`config.mk`:
```
export PLATFORM = sky130hd
export DESIGN_NAME = pin_cfg_decoder
export DESIGN_NICKNAME = d
export VERILOG_FILES = /design/src/logic/pin_cfg_pkg.sv /design/src/logic/pin_cfg_decoder.sv
export SDC_FILE = /design/constraint.sdc
export NUM_CORES = 1
export LEC_CHECK = 0
export BUFFER_PORTS_ARGS = -buffer_cell sky130_fd_sc_hd__buf_2
export CORE_UTILIZATION = 63
export DETAILED_ROUTE_END_ITERATION = 7
export GPL_ROUTABILITY_DRIVEN = 0
export GPL_TIMING_DRIVEN = 0
export PLACE_DENSITY_LB_ADDON = 0.3
export SYNTH_ARGS = -nofsm -noshare
export SYNTH_HDL_FRONTEND = slang
export SYNTH_SLANG_ARGS = --single-unit
```
`constraint.sdc`:
```
create_clock -name aclk -period 15.8 [get_ports aclk]
set_input_delay 1.58 -clock aclk [delete_from_list [all_inputs] [get_ports aclk]]
set_output_delay 1.58 -clock aclk [all_outputs]
set_load 0.03 [all_outputs]
```
`src/logic/pin_cfg_pkg.sv`:
```
// Constants, register map and state type of the pin configuration decoder.
// Assumes pin classes and resistor indices arrive from an analog front end.
//
// Summary of operation
// - Sample pins at power-up and on restore
// - Classify each pin: low, open, high, resistor
// - One strap pin picks three, two pick nine
// - Resistor mode decodes up to 31 values
// - Address and limit only from pins
// - Bus address from both address pins
// - Voltage limit is pin-sampled set point plus 10%
// - Strap pair maps to nine set points
// - Resistor pair gives 0.6-5.0 V, 10 mV
// - Set point is fine plus 25 coarse
// - Voltage resistor index spans 0 to 24
// - 110k on fine pin selects trim mapping
// - Decoded values readable by host; only set point overwritable
// - Host may program 0.6 to 5.0 V
// - Monitored limit raises alert to host
`default_nettype none

package pin_cfg_pkg;

  // ==========================================
  // Pin classes and decode limits
  localparam logic [1:0] CLS_LOW  = 2'h0;
  localparam logic [1:0] CLS_OPEN = 2'h1;
  localparam logic [1:0] CLS_HIGH = 2'h2;
  localparam logic [1:0] CLS_RES  = 2'h3;
  localparam int         VIL_MV   = 800;  // Low comparator threshold
  localparam int         VIH_MV   = 2000; // High comparator threshold
  localparam logic [4:0] IDX_VSEL_MAX = 5'h18;
  localparam logic [4:0] IDX_TRIM     = 5'h19;
  localparam logic [4:0] IDX_MAX      = 5'h1e;
  localparam logic [5:0] STRAP_CODES  = 6'h03;

  // ==========================================
  // Set point arithmetic, 10 mV units
  localparam logic [9:0]  VOUT_LO     = 10'h03c;
  localparam logic [9:0]  VOUT_HI     = 10'h1f4;
  localparam logic [9:0]  COARSE_MULT = 10'h019;
  localparam logic [13:0] MARGIN_NUM  = 14'h000b;
  localparam logic [13:0] MARGIN_DEN  = 14'h000a;
  localparam logic [0:8][9:0] STRAP_VOUT = {
    10'h03c, 10'h050, 10'h064,
    10'h078, 10'h096, 10'h0b4,
    10'h0fa, 10'h14a, 10'h1f4};
  localparam logic [6:0] ADDR_BASE_DEF = 7'h20;
  localparam logic [6:0] ADDR_LIMIT    = 7'h77;

  // ==========================================
  // Register map and responses
  localparam logic [7:0] OFF_CTRL    = 8'h00;
  localparam logic [7:0] OFF_VOUT    = 8'h04;
  localparam logic [7:0] OFF_VMAX    = 8'h08;
  localparam logic [7:0] OFF_ADDR    = 8'h0c;
  localparam logic [7:0] OFF_PINS    = 8'h10;
  localparam logic [7:0] OFF_ALERT   = 8'h14;
  localparam logic [7:0] OFF_IRQ_ST  = 8'h18;
  localparam logic [7:0] OFF_IRQ_CLR = 8'h1c;
  localparam logic [7:0] OFF_IRQ_EN  = 8'h20;
  localparam logic [1:0] RESP_OKAY   = 2'h0;
  localparam logic [1:0] RESP_SLVERR = 2'h2;
  localparam int EV_SAMPLED = 0;
  localparam int EV_ALERT   = 1;
  localparam int EV_CLAMP   = 2;

  typedef enum logic [1:0] {
    ST_SAMPLE = 2'b01,
    ST_RUN    = 2'b10
  } state_e;

  typedef struct packed {
    state_e      st;
    logic [9:0]  vout;
    logic [9:0]  vmax;
    logic [6:0]  addr;
    logic        trim;
    logic [7:0]  pins;
    logic [9:0]  alert_hi;
    logic [2:0]  irq_st;
    logic [2:0]  irq_en;
    logic        irq;
    logic        awready;
    logic        wready;
    logic        aw_have;
    logic        w_have;
    logic [7:0]  awaddr;
    logic [31:0] wdata;
    logic [3:0]  wstrb;
    logic        bvalid;
    logic [1:0]  bresp;
    logic        arready;
    logic        rvalid;
    logic [31:0] rdata;
    logic [1:0]  rresp;
  } regs_s;

  localparam regs_s REGS_RST = '{st: ST_SAMPLE, alert_hi: 10'h3ff, default: '0};

endpackage

`default_nettype wire

```
`src/logic/pin_cfg_decoder.sv`:
```
// Multi-mode pin configuration decoder with AXI4-Lite register access.
// Assumes pin classes and indices are static and synchronous to aclk.
`default_nettype none

module pin_cfg_decoder #(
  parameter logic [6:0] ADDR_BASE = pin_cfg_pkg::ADDR_BASE_DEF
) (
  input  wire logic        aclk,
  input  wire logic        aresetn,
  input  wire logic [1:0]  vout_fine_select_pin_class,
  input  wire logic [4:0]  vout_fine_select_pin_index,
  input  wire logic [1:0]  vout_coarse_select_pin_class,
  input  wire logic [4:0]  vout_coarse_select_pin_index,
  input  wire logic [1:0]  bus_addr_select_pin_a_class,
  input  wire logic [4:0]  bus_addr_select_pin_a_index,
  input  wire logic [1:0]  bus_addr_select_pin_b_class,
  input  wire logic [4:0]  bus_addr_select_pin_b_index,
  input  wire logic [9:0]  measured_vout,
  output logic      [9:0]  vout_setpoint,
  output logic      [9:0]  vout_limit,
  output logic      [6:0]  bus_addr,
  output logic             trim_mode,
  output logic             irq,
  input  wire logic        awvalid,
  output logic             awready,
  input  wire logic [7:0]  awaddr,
  input  wire logic        wvalid,
  output logic             wready,
  input  wire logic [31:0] wdata,
  input  wire logic [3:0]  wstrb,
  output logic             bvalid,
  input  wire logic        bready,
  output logic      [1:0]  bresp,
  input  wire logic        arvalid,
  output logic             arready,
  input  wire logic [7:0]  araddr,
  output logic             rvalid,
  input  wire logic        rready,
  output logic      [31:0] rdata,
  output logic      [1:0]  rresp
);
  import pin_cfg_pkg::*;

  // ==========================================
  // Elaboration check
  if (ADDR_BASE > ADDR_LIMIT) begin : g_bad_base
    $error("ADDR_BASE leaves no room for pin offsets");
  end

  regs_s r_reg;
  regs_s r_next;

  // ==========================================
  // Pin decode
  logic        f_res;
  logic        c_res;
  logic        is_trim;
  logic [9:0]  fine_step_index;
  logic [9:0]  coarse_step_index;
  logic [9:0]  sp_raw;
  logic [9:0]  sp_dec;
  logic [13:0] lim_prod;
  logic [9:0]  lim_dec;
  logic [5:0]  sel_a;
  logic [5:0]  sel_b;
  logic [6:0]  addr_dec;
  logic [3:0]  strap_ix;

  // Pin code: strap level, or resistor index above the strap codes
  function automatic logic [5:0] pin_code(input logic [1:0] c, input logic [4:0] i);
    logic [4:0] ic;
    ic = (i > IDX_MAX) ? IDX_MAX : i;
    if (c == CLS_RES) begin
      pin_code = STRAP_CODES + {1'b0, ic};
    end else begin
      pin_code = {4'h0, c};
    end
  endfunction

  // Limit a voltage resistor index to the table span
  function automatic logic [9:0] vsel_idx(input logic [1:0] c, input logic [4:0] i);
    if (c != CLS_RES) begin
      vsel_idx = 10'h000;
    end else if (i > IDX_VSEL_MAX) begin
      vsel_idx = {5'h00, IDX_VSEL_MAX};
    end else begin
      vsel_idx = {5'h00, i};
    end
  endfunction

  // Byte-lane merge of a write into a register
  function automatic logic [31:0] merge(input logic [31:0] o, input logic [31:0] d,
                                        input logic [3:0] s);
    for (int k = 0; k < 4; k++) begin
      merge[k*8 +: 8] = s[k] ? d[k*8 +: 8] : o[k*8 +: 8];
    end
  endfunction

  // Set point, limit and address from the pin classes
  always_comb begin
    f_res = (vout_fine_select_pin_class == CLS_RES);
    c_res = (vout_coarse_select_pin_class == CLS_RES);
    is_trim = f_res && (vout_fine_select_pin_index == IDX_TRIM);
    fine_step_index = is_trim ? 10'h000 :
                      vsel_idx(vout_fine_select_pin_class, vout_fine_select_pin_index);
    coarse_step_index = vsel_idx(vout_coarse_select_pin_class, vout_coarse_select_pin_index);
    strap_ix = 4'(vout_coarse_select_pin_class * 2'h3) + {2'h0, vout_fine_select_pin_class};
    if (f_res || c_res) begin
      sp_raw = 10'(fine_step_index + coarse_step_index * COARSE_MULT);
    end else begin
      sp_raw = STRAP_VOUT[strap_ix];
    end
    if (sp_raw < VOUT_LO) begin
      sp_dec = VOUT_LO;
    end else if (sp_raw > VOUT_HI) begin
      sp_dec = VOUT_HI;
    end else begin
      sp_dec = sp_raw;
    end
    lim_prod = {4'h0, sp_dec} * MARGIN_NUM;
    lim_dec = 10'(lim_prod / MARGIN_DEN);
    sel_a = pin_code(bus_addr_select_pin_a_class, bus_addr_select_pin_a_index);
    sel_b = pin_code(bus_addr_select_pin_b_class, bus_addr_select_pin_b_index);
    addr_dec = 7'(ADDR_BASE + {1'b0, sel_a} + 7'(sel_b * STRAP_CODES));
  end

  // ==========================================
  // Register bus and state update
  logic        do_write;
  logic [31:0] wmerged;
  logic [31:0] old_word;
  logic [2:0]  ev;
  logic [2:0]  clr;

  always_comb begin
    r_next = r_reg;
    ev = 3'h0;
    clr = 3'h0;
    old_word = 32'h0;
    wmerged = 32'h0;
    do_write = r_reg.aw_have && r_reg.w_have && !r_reg.bvalid;
    // Accept address and data in either order
    if (awvalid && r_reg.awready) begin
      r_next.aw_have = 1'b1;
      r_next.awaddr = awaddr;
    end
    if (wvalid && r_reg.wready) begin
      r_next.w_have = 1'b1;
      r_next.wdata = wdata;
      r_next.wstrb = wstrb;
    end
    if (r_reg.bvalid && bready) begin
      r_next.bvalid = 1'b0;
    end
    // Register writes
    if (do_write) begin
      r_next.aw_have = 1'b0;
      r_next.w_have = 1'b0;
      r_next.bvalid = 1'b1;
      r_next.bresp = RESP_OKAY;
      case (r_reg.awaddr)
        OFF_VOUT:  old_word = {22'h0, r_reg.vout};
        OFF_ALERT: old_word = {22'h0, r_reg.alert_hi};
        OFF_IRQ_EN: old_word = {29'h0, r_reg.irq_en};
        default:   old_word = 32'h0;
      endcase
      wmerged = merge(old_word, r_reg.wdata, r_reg.wstrb);
      case (r_reg.awaddr)
        OFF_CTRL: begin
          if (wmerged[0]) begin
            r_next.st = ST_SAMPLE;
          end
        end
        OFF_VOUT: begin
          if (wmerged[31:0] < {22'h0, VOUT_LO}) begin
            r_next.vout = VOUT_LO;
            ev[EV_CLAMP] = 1'b1;
          end else if (wmerged[31:0] > {22'h0, VOUT_HI}) begin
            r_next.vout = VOUT_HI;
            ev[EV_CLAMP] = 1'b1;
          end else begin
            r_next.vout = wmerged[9:0];
          end
        end
        OFF_ALERT:   r_next.alert_hi = wmerged[9:0];
        OFF_IRQ_CLR: clr = wmerged[2:0];
        OFF_IRQ_EN:  r_next.irq_en = wmerged[2:0];
        OFF_VMAX, OFF_ADDR, OFF_PINS, OFF_IRQ_ST: begin
          r_next.bresp = RESP_SLVERR;
        end
        default: r_next.bresp = RESP_SLVERR;
      endcase
    end
    // Register reads
    if (r_reg.rvalid && rready) begin
      r_next.rvalid = 1'b0;
    end
    if (arvalid && r_reg.arready) begin
      r_next.rvalid = 1'b1;
      r_next.rresp = RESP_OKAY;
      case (araddr)
        OFF_CTRL:   r_next.rdata = {31'h0, r_reg.st == ST_SAMPLE};
        OFF_VOUT:   r_next.rdata = {22'h0, r_reg.vout};
        OFF_VMAX:   r_next.rdata = {22'h0, r_reg.vmax};
        OFF_ADDR:   r_next.rdata = {25'h0, r_reg.addr};
        OFF_PINS:   r_next.rdata = {23'h0, r_reg.trim, r_reg.pins};
        OFF_ALERT:  r_next.rdata = {22'h0, r_reg.alert_hi};
        OFF_IRQ_ST: r_next.rdata = {29'h0, r_reg.irq_st};
        OFF_IRQ_EN: r_next.rdata = {29'h0, r_reg.irq_en};
        default: begin
          r_next.rdata = 32'h0;
          r_next.rresp = RESP_SLVERR;
        end
      endcase
    end
    r_next.awready = !r_next.aw_have && !r_next.bvalid;
    r_next.wready = !r_next.w_have && !r_next.bvalid;
    r_next.arready = !r_next.rvalid;
    // Pin sampling overrides a same-cycle set point write
    case (r_reg.st)
      ST_SAMPLE: begin
        r_next.vout = sp_dec;
        r_next.vmax = lim_dec;
        r_next.addr = addr_dec;
        r_next.trim = is_trim;
        r_next.pins = {bus_addr_select_pin_b_class, bus_addr_select_pin_a_class,
                       vout_coarse_select_pin_class, vout_fine_select_pin_class};
        r_next.st = ST_RUN;
        ev[EV_SAMPLED] = 1'b1;
      end
      ST_RUN: begin
      end
      default: r_next.st = ST_SAMPLE;
    endcase
    // Alert on monitored output above its limit
    if (measured_vout > r_reg.alert_hi) begin
      ev[EV_ALERT] = 1'b1;
    end
    r_next.irq_st = (r_reg.irq_st & ~clr) | ev;
    r_next.irq = |(r_next.irq_st & r_next.irq_en);
  end

  // State register
  always_ff @(posedge aclk) begin
    if (!aresetn) begin
      r_reg <= REGS_RST;
    end else begin
      r_reg <= r_next;
    end
  end

  // ==========================================
  // Outputs
  assign vout_setpoint = r_reg.vout;
  assign vout_limit    = r_reg.vmax;
  assign bus_addr      = r_reg.addr;
  assign trim_mode     = r_reg.trim;
  assign irq           = r_reg.irq;
  assign awready       = r_reg.awready;
  assign wready        = r_reg.wready;
  assign bvalid        = r_reg.bvalid;
  assign bresp         = r_reg.bresp;
  assign arready       = r_reg.arready;
  assign rvalid        = r_reg.rvalid;
  assign rdata         = r_reg.rdata;
  assign rresp         = r_reg.rresp;

  // ==========================================
  // Assertions
  logic vout_wr;
  assign vout_wr = do_write && (r_reg.awaddr == OFF_VOUT);

  a_pwrup_sample: assert property (@(posedge aclk)
    $rose(aresetn) |-> r_reg.st == ST_SAMPLE ##1 r_reg.st == ST_RUN)
    else $error("no sampling after reset");
  a_restore_sample: assert property (@(posedge aclk) disable iff (!aresetn)
    (r_reg.st == ST_RUN && do_write && r_reg.awaddr == OFF_CTRL && r_reg.wdata[0] && r_reg.wstrb[0])
    |=> r_reg.st == ST_SAMPLE ##1 r_reg.st == ST_RUN)
    else $error("restore did not resample");
  a_limit_ratio: assert property (@(posedge aclk) disable iff (!aresetn)
    r_reg.st == ST_SAMPLE |=> 14'(r_reg.vmax) == 14'(14'(r_reg.vout) * 14'd11 / 14'd10))
    else $error("limit not ten percent above set point");
  a_strap_top: assert property (@(posedge aclk) disable iff (!aresetn)
    (r_reg.st == ST_SAMPLE && vout_fine_select_pin_class == CLS_HIGH
     && vout_coarse_select_pin_class == CLS_OPEN) |=> r_reg.vout == 10'd180)
    else $error("strap open-high not 1.8 V");
  a_res_formula: assert property (@(posedge aclk) disable iff (!aresetn)
    (r_reg.st == ST_SAMPLE && f_res && c_res && vout_fine_select_pin_index <= 5'd24
     && vout_coarse_select_pin_index >= 5'd3 && vout_coarse_select_pin_index <= 5'd19)
    |=> r_reg.vout == 10'($past(vout_fine_select_pin_index) + 25 * $past(vout_coarse_select_pin_index)))
    else $error("resistor set point formula wrong");
  a_trim_sel: assert property (@(posedge aclk) disable iff (!aresetn)
    (r_reg.st == ST_SAMPLE) |=> trim_mode == ($past(vout_fine_select_pin_class) == CLS_RES
    && $past(vout_fine_select_pin_index) == 5'd25))
    else $error("trim mode select wrong");
  a_addr_low: assert property (@(posedge aclk) disable iff (!aresetn)
    (r_reg.st == ST_SAMPLE && bus_addr_select_pin_a_class == CLS_LOW
     && bus_addr_select_pin_b_class == CLS_HIGH) |=> bus_addr == 7'(ADDR_BASE + 7'd6))
    else $error("address from straps wrong");
  a_vout_hold: assert property (@(posedge aclk) disable iff (!aresetn)
    (r_reg.st == ST_RUN && !vout_wr) |=> $stable(vout_setpoint))
    else $error("set point changed without cause");
  a_vout_write: assert property (@(posedge aclk) disable iff (!aresetn)
    (r_reg.st == ST_RUN && vout_wr && r_reg.wstrb == 4'hf && r_reg.wdata >= 32'd60
     && r_reg.wdata <= 32'd500) |=> vout_setpoint == $past(r_reg.wdata[9:0]) && bvalid)
    else $error("host set point not applied");
  a_irq_level: assert property (@(posedge aclk) disable iff (!aresetn)
    irq == |(r_reg.irq_st & r_reg.irq_en))
    else $error("interrupt level mismatch");

  // ==========================================
  // Bus answer and storage assertions
  // Read answer stands one edge after the address
  a_rd_latency: assert property (@(posedge aclk) disable iff (!aresetn)
    (arvalid && arready) |=> rvalid)
    else $error("read answer late");

  // Host set point writes answer okay
  a_vout_resp: assert property (@(posedge aclk) disable iff (!aresetn)
    vout_wr |=> bvalid && bresp == RESP_OKAY)
    else $error("set point write refused");

  // Oversized host set point clamps and flags
  a_clamp_high: assert property (@(posedge aclk) disable iff (!aresetn)
    (r_reg.st == ST_RUN && vout_wr && r_reg.wstrb == 4'hf && r_reg.wdata > 32'd500)
    |=> vout_setpoint == VOUT_HI && r_reg.irq_st[EV_CLAMP])
    else $error("high set point not clamped");

  // Undersized host set point clamps and flags
  a_clamp_low: assert property (@(posedge aclk) disable iff (!aresetn)
    (r_reg.st == ST_RUN && vout_wr && r_reg.wstrb == 4'hf && r_reg.wdata < 32'd60)
    |=> vout_setpoint == VOUT_LO && r_reg.irq_st[EV_CLAMP])
    else $error("low set point not clamped");

  // Limit and address move only by sampling
  a_pin_only: assert property (@(posedge aclk) disable iff (!aresetn)
    r_reg.st == ST_RUN |=> $stable(vout_limit) && $stable(bus_addr))
    else $error("limit or address moved without sampling");

  // Read-only places refuse writes
  a_ro_refuse: assert property (@(posedge aclk) disable iff (!aresetn)
    (do_write && (r_reg.awaddr == OFF_VMAX || r_reg.awaddr == OFF_ADDR)) |=> bvalid && bresp == RESP_SLVERR)
    else $error("read-only write accepted");

  // Every sampling pass sets its status bit
  a_sample_flag: assert property (@(posedge aclk) disable iff (!aresetn)
    r_reg.st == ST_SAMPLE |=> r_reg.irq_st[EV_SAMPLED])
    else $error("sampling not flagged");

  // Alert condition sets its status bit
  a_alert_set: assert property (@(posedge aclk) disable iff (!aresetn)
    measured_vout > r_reg.alert_hi |=> r_reg.irq_st[EV_ALERT])
    else $error("alert not flagged");

  // Both voltage straps low give the lowest point
  a_strap_low: assert property (@(posedge aclk) disable iff (!aresetn)
    (r_reg.st == ST_SAMPLE && vout_fine_select_pin_class == CLS_LOW
     && vout_coarse_select_pin_class == CLS_LOW) |=> vout_setpoint == 10'd60)
    else $error("strap low-low not 0.6 V");

  // Trim mapping takes the point from the coarse pin
  a_trim_point: assert property (@(posedge aclk) disable iff (!aresetn)
    (r_reg.st == ST_SAMPLE && is_trim && c_res && vout_coarse_select_pin_index >= 5'd3
     && vout_coarse_select_pin_index <= 5'd20)
    |=> vout_setpoint == 10'(25 * $past(vout_coarse_select_pin_index)))
    else $error("trim set point wrong");

  // Pin classes recorded at sampling
  a_pins_record: assert property (@(posedge aclk) disable iff (!aresetn)
    r_reg.st == ST_SAMPLE |=> r_reg.pins == {$past(bus_addr_select_pin_b_class),
      $past(bus_addr_select_pin_a_class), $past(vout_coarse_select_pin_class),
      $past(vout_fine_select_pin_class)})
    else $error("pin classes not recorded");

endmodule

`default_nettype wire

```
==> results.yml <==
min_path:
  holdPathEnd: "r_reg[58]$_SDFFE_PN0P_"
  hp-start: "r_reg[58]$_SDFFE_PN0P_"
  worst_hold_path.num_cells: 2
  hold_path_class: "flip-flop to flip-flop"
synthesis:
  synth_area_per_cell_um2: 7.741
  synth_top_cell_area_share_pct: 23.66
  synth.cell_area_um2: 9986
  yosysSeqAreaShare_pct: 23.66
  synth_flop_cell: "dfxtp_1"
  yosys-top-cells-count: "nand2_1 (196), a21oi_1 (138), dfxtp_1 (118)"
  synth_top_area_cell: "dfxtp_1"
  synthesis.instances: 1290
  ys_warn_count: 0
  synth-edff-count: 0
  ys_types: 97
  synth-seq-cells: 118
  async_flop_share_pct: 0
  post-synth-top-count-cell: "nand2_1"
  netlist_top_cells_area: "dfxtp_1 (24%), ha_1 (10%), nand2_1 (7.4%), a21oi_1 (6.9%), buf_4 (4.8%)"
final_layout:
  nFillCells: 1127
  drive_gt1_share_pct: 19.62
  final_nets: 1673
  num_antenna_cells: 0
  syn2layout_area_growth_pct: 16.23
  design_area_um2: 11610
  largest_reg_flops: 72
clock_network:
  cts_buffer_depth: 2
  cts_root_buf: "clkbuf_16"
  cts_tree: "done"
  cts_buffers: 17
  post_cts_buffers: 0
  cts_repair_resize_count: 0
  cts_hold_buffers: 0
  htreeDepth: 4
  clkSlewWorstSetupHoldPaths_ns: 0.05
  clock-sinks: 118
  clk_latency_ns: 0.42
grt:
  antenna_found_initial: 0
  track_usage_pct: 34.61
  grt_pass1_vias: 9510
  grt_pass1_wl_um: 45080
  grt_max_degree: 17
  grt.overflow.total: 0
setup_path:
  worstSetupStartpointType: "primary input"
  criticalPathCategory: "primary input to flip-flop"
  crit_path_frequent_cell: "ha_1"
  cp_top_family: "compound AO/OA/AOI/OAI gates"
  cpMaxStageDelayCell: "fa_1"
  r2r_setup_slack_ns: 11.91
  cp-end-kind: "flip-flop"
  slowest_delay_ns: 0.48
  r2r-end: "vout_setpoint[2]$_SDFFE_PN0P_"
  r2r_start: "r_reg[82]$_SDFFE_PN0P_"
  cp_num_buf_inv: 2
  arrival_ns: 11.13
  crit_required_ns: 16.14
  crit_fanout: 10
  r2r_cells: 13
floorplanning:
  die_area_um2: 16360
  placementRows: 45
  ios: 167
  fp.dieW_um: 127.9
  die_h_um: 127.9
  initial_core_util_pct: 65.20
  core_area_um2: 15310
timing:
  fin_crit_sh_pct: 68.28
  relSlewSlack_pct: 17.65
  final_hold_viol_count: 0
  rsz0062_at_grt: "false"
  period_needed_ns: 10.79
  tns_ns: 0
  setup_violations: 0
  slew_viol_final: 0
  tightest_slew_ns: 1.233
  skew_ns: 0.008513
  fmax_mhz: 92.69
route:
  drcViolationCount: 0
  drtPass1Iterations: 6
  wl_um: 28290
  wl_per_cell_um: 16.65
  ant_nets: 0
  vias: 10390
  drt_iter0_markers: 1251
  via_per_inst: 6.117
placed_design:
  dp_hpwl_um: 21350
  port_buffers: 142
  placed_area_um2: 11050
run:
  maxCapViolations: 0
status:
  status: "finished, final reports clean"
## how the worst max path moves through the flow
stage	startpoint	endpoint	slack (ns)	cells after the start
floorplan	vout_coarse_select_pin_class[0]	vout_limit[0]$_SDFFE_PN0P_	5.92	36
global placement	vout_coarse_select_pin_class[1]	vout_limit[0]$_SDFFE_PN0P_	4.91	36
CTS	vout_coarse_select_pin_class[1]	vout_limit[0]$_SDFFE_PN0P_	5.12	38
detailed placement	vout_coarse_select_pin_class[1]	vout_limit[0]$_SDFFE_PN0P_	4.72	38
finish	vout_coarse_select_pin_class[1]	vout_limit[0]$_SDFFE_PN0P_	5.01	37
global route	vout_coarse_select_pin_class[1]	vout_limit[0]$_SDFFE_PN0P_	4.33	36
## worst reg2reg max path, cell delays in order (launching register included)
cell and delay [ns]:
dfxtp_1 0.31, or4_1 0.57, nor3b_1 0.34, nand2b_1 0.20, clkbuf_1 0.27, nor3_1 0.26, a21oi_1 0.14, nor2_1 0.16
nand4_1 0.15, o41a_1 0.52, nor3_1 0.44, a221oi_1 0.17, a21oi_1 0.18, nor2_1 0.05
## metrics by stage
step | setup WS, ns | utilization [%] | hold WS [ns] | instances
2_1_floorplan | 5.921 | - | 0.4218 | 1315
3_3_place_gp | 4.907 | 72.18 | 0.4390 | 1668
3_5_place_dp | 4.716 | 72.18 | 0.4444 | 1668
4_1_cts | 5.117 | 75.78 | 0.4512 | 1699
5_1_grt | 4.335 | 75.78 | 0.4712 | 1699
6_report | 5.012 | 75.78 | 0.4525 | 1699
## cell type report
| type | count | area, µm² | area share, % |
|---|---|---|---|
| plain buffers | 121 | 721.9 | 6.220 |
| clock buffers | 22 | 474.2 | 4.086 |
| clock inverters | 9 | 77.57 | 0.6684 |
| inverters | 75 | 281.5 | 2.426 |
| multi-input cells | 1001 | 6714 | 57.85 |
| flip-flops and latches | 118 | 2362 | 20.35 |
| well taps | 211 | 264.0 | 2.275 |
| repair buffers | 142 | 710.7 | 6.123 |
## placed cells by master (no fill, tap or decap), types with 6 or more instances in the layout
| cell type | n |
|---|---|
| a21o_1 | 9 |
| o2111ai_1 | 6 |
| a22oi_1 | 15 |
| conb_1 | 27 |
| xnor2_1 | 29 |
| nand2_1 | 196 |
| a21oi_1 | 138 |
| or3_1 | 7 |
| nand2b_1 | 12 |
| mux2_2 | 11 |
| nand4_1 | 19 |
| clkbuf_1 | 46 |
| fa_1 | 18 |
| dfxtp_1 | 118 |
| buf_4 | 64 |
| nand3_1 | 34 |
| and3_1 | 6 |
| buf_2 | 146 |
| clkbuf_16 | 17 |
| nor2_1 | 86 |
| a221oi_1 | 12 |
| nor2b_1 | 7 |
| a31oi_1 | 15 |
| and2_1 | 15 |
| xor2_1 | 9 |
| o21ai_0 | 43 |
| buf_1 | 6 |
| nor3_1 | 28 |
| inv_1 | 75 |
| mux2i_1 | 20 |
| o21ai_1 | 8 |
| a211oi_1 | 13 |
| ha_1 | 82 |
| nor4_1 | 11 |
| o211ai_1 | 20 |
## cells by family after synthesis
family,share of synthesized area (%)
and+or+nand+nor,21.61
AOI/OAI and AO/OA,23.53
buffers and inverters,10.05
DFF,23.66
adders and majority gates,13.88
xor gates and xnor gates,3.721
muxes,3.471
other,0.07521
## routing by layer
| layer | global-route usage (%) | up-vias | wire [µm] |
|---|---|---|---|
| met4 | 14.05 | 0 | 1077 |
| met5 | 0 | - | 0 |
| li1 | - | 4880 | - |
| met2 | 55.34 | 670 | 12390 |
| met3 | 6.594 | 109 | 2907 |
| met1 | 45.91 | 4734 | 11920 |
Power is left out: the tool's default activity adds up to more than one toggle a clock period on the data nets, which glitch-free logic cannot reach.
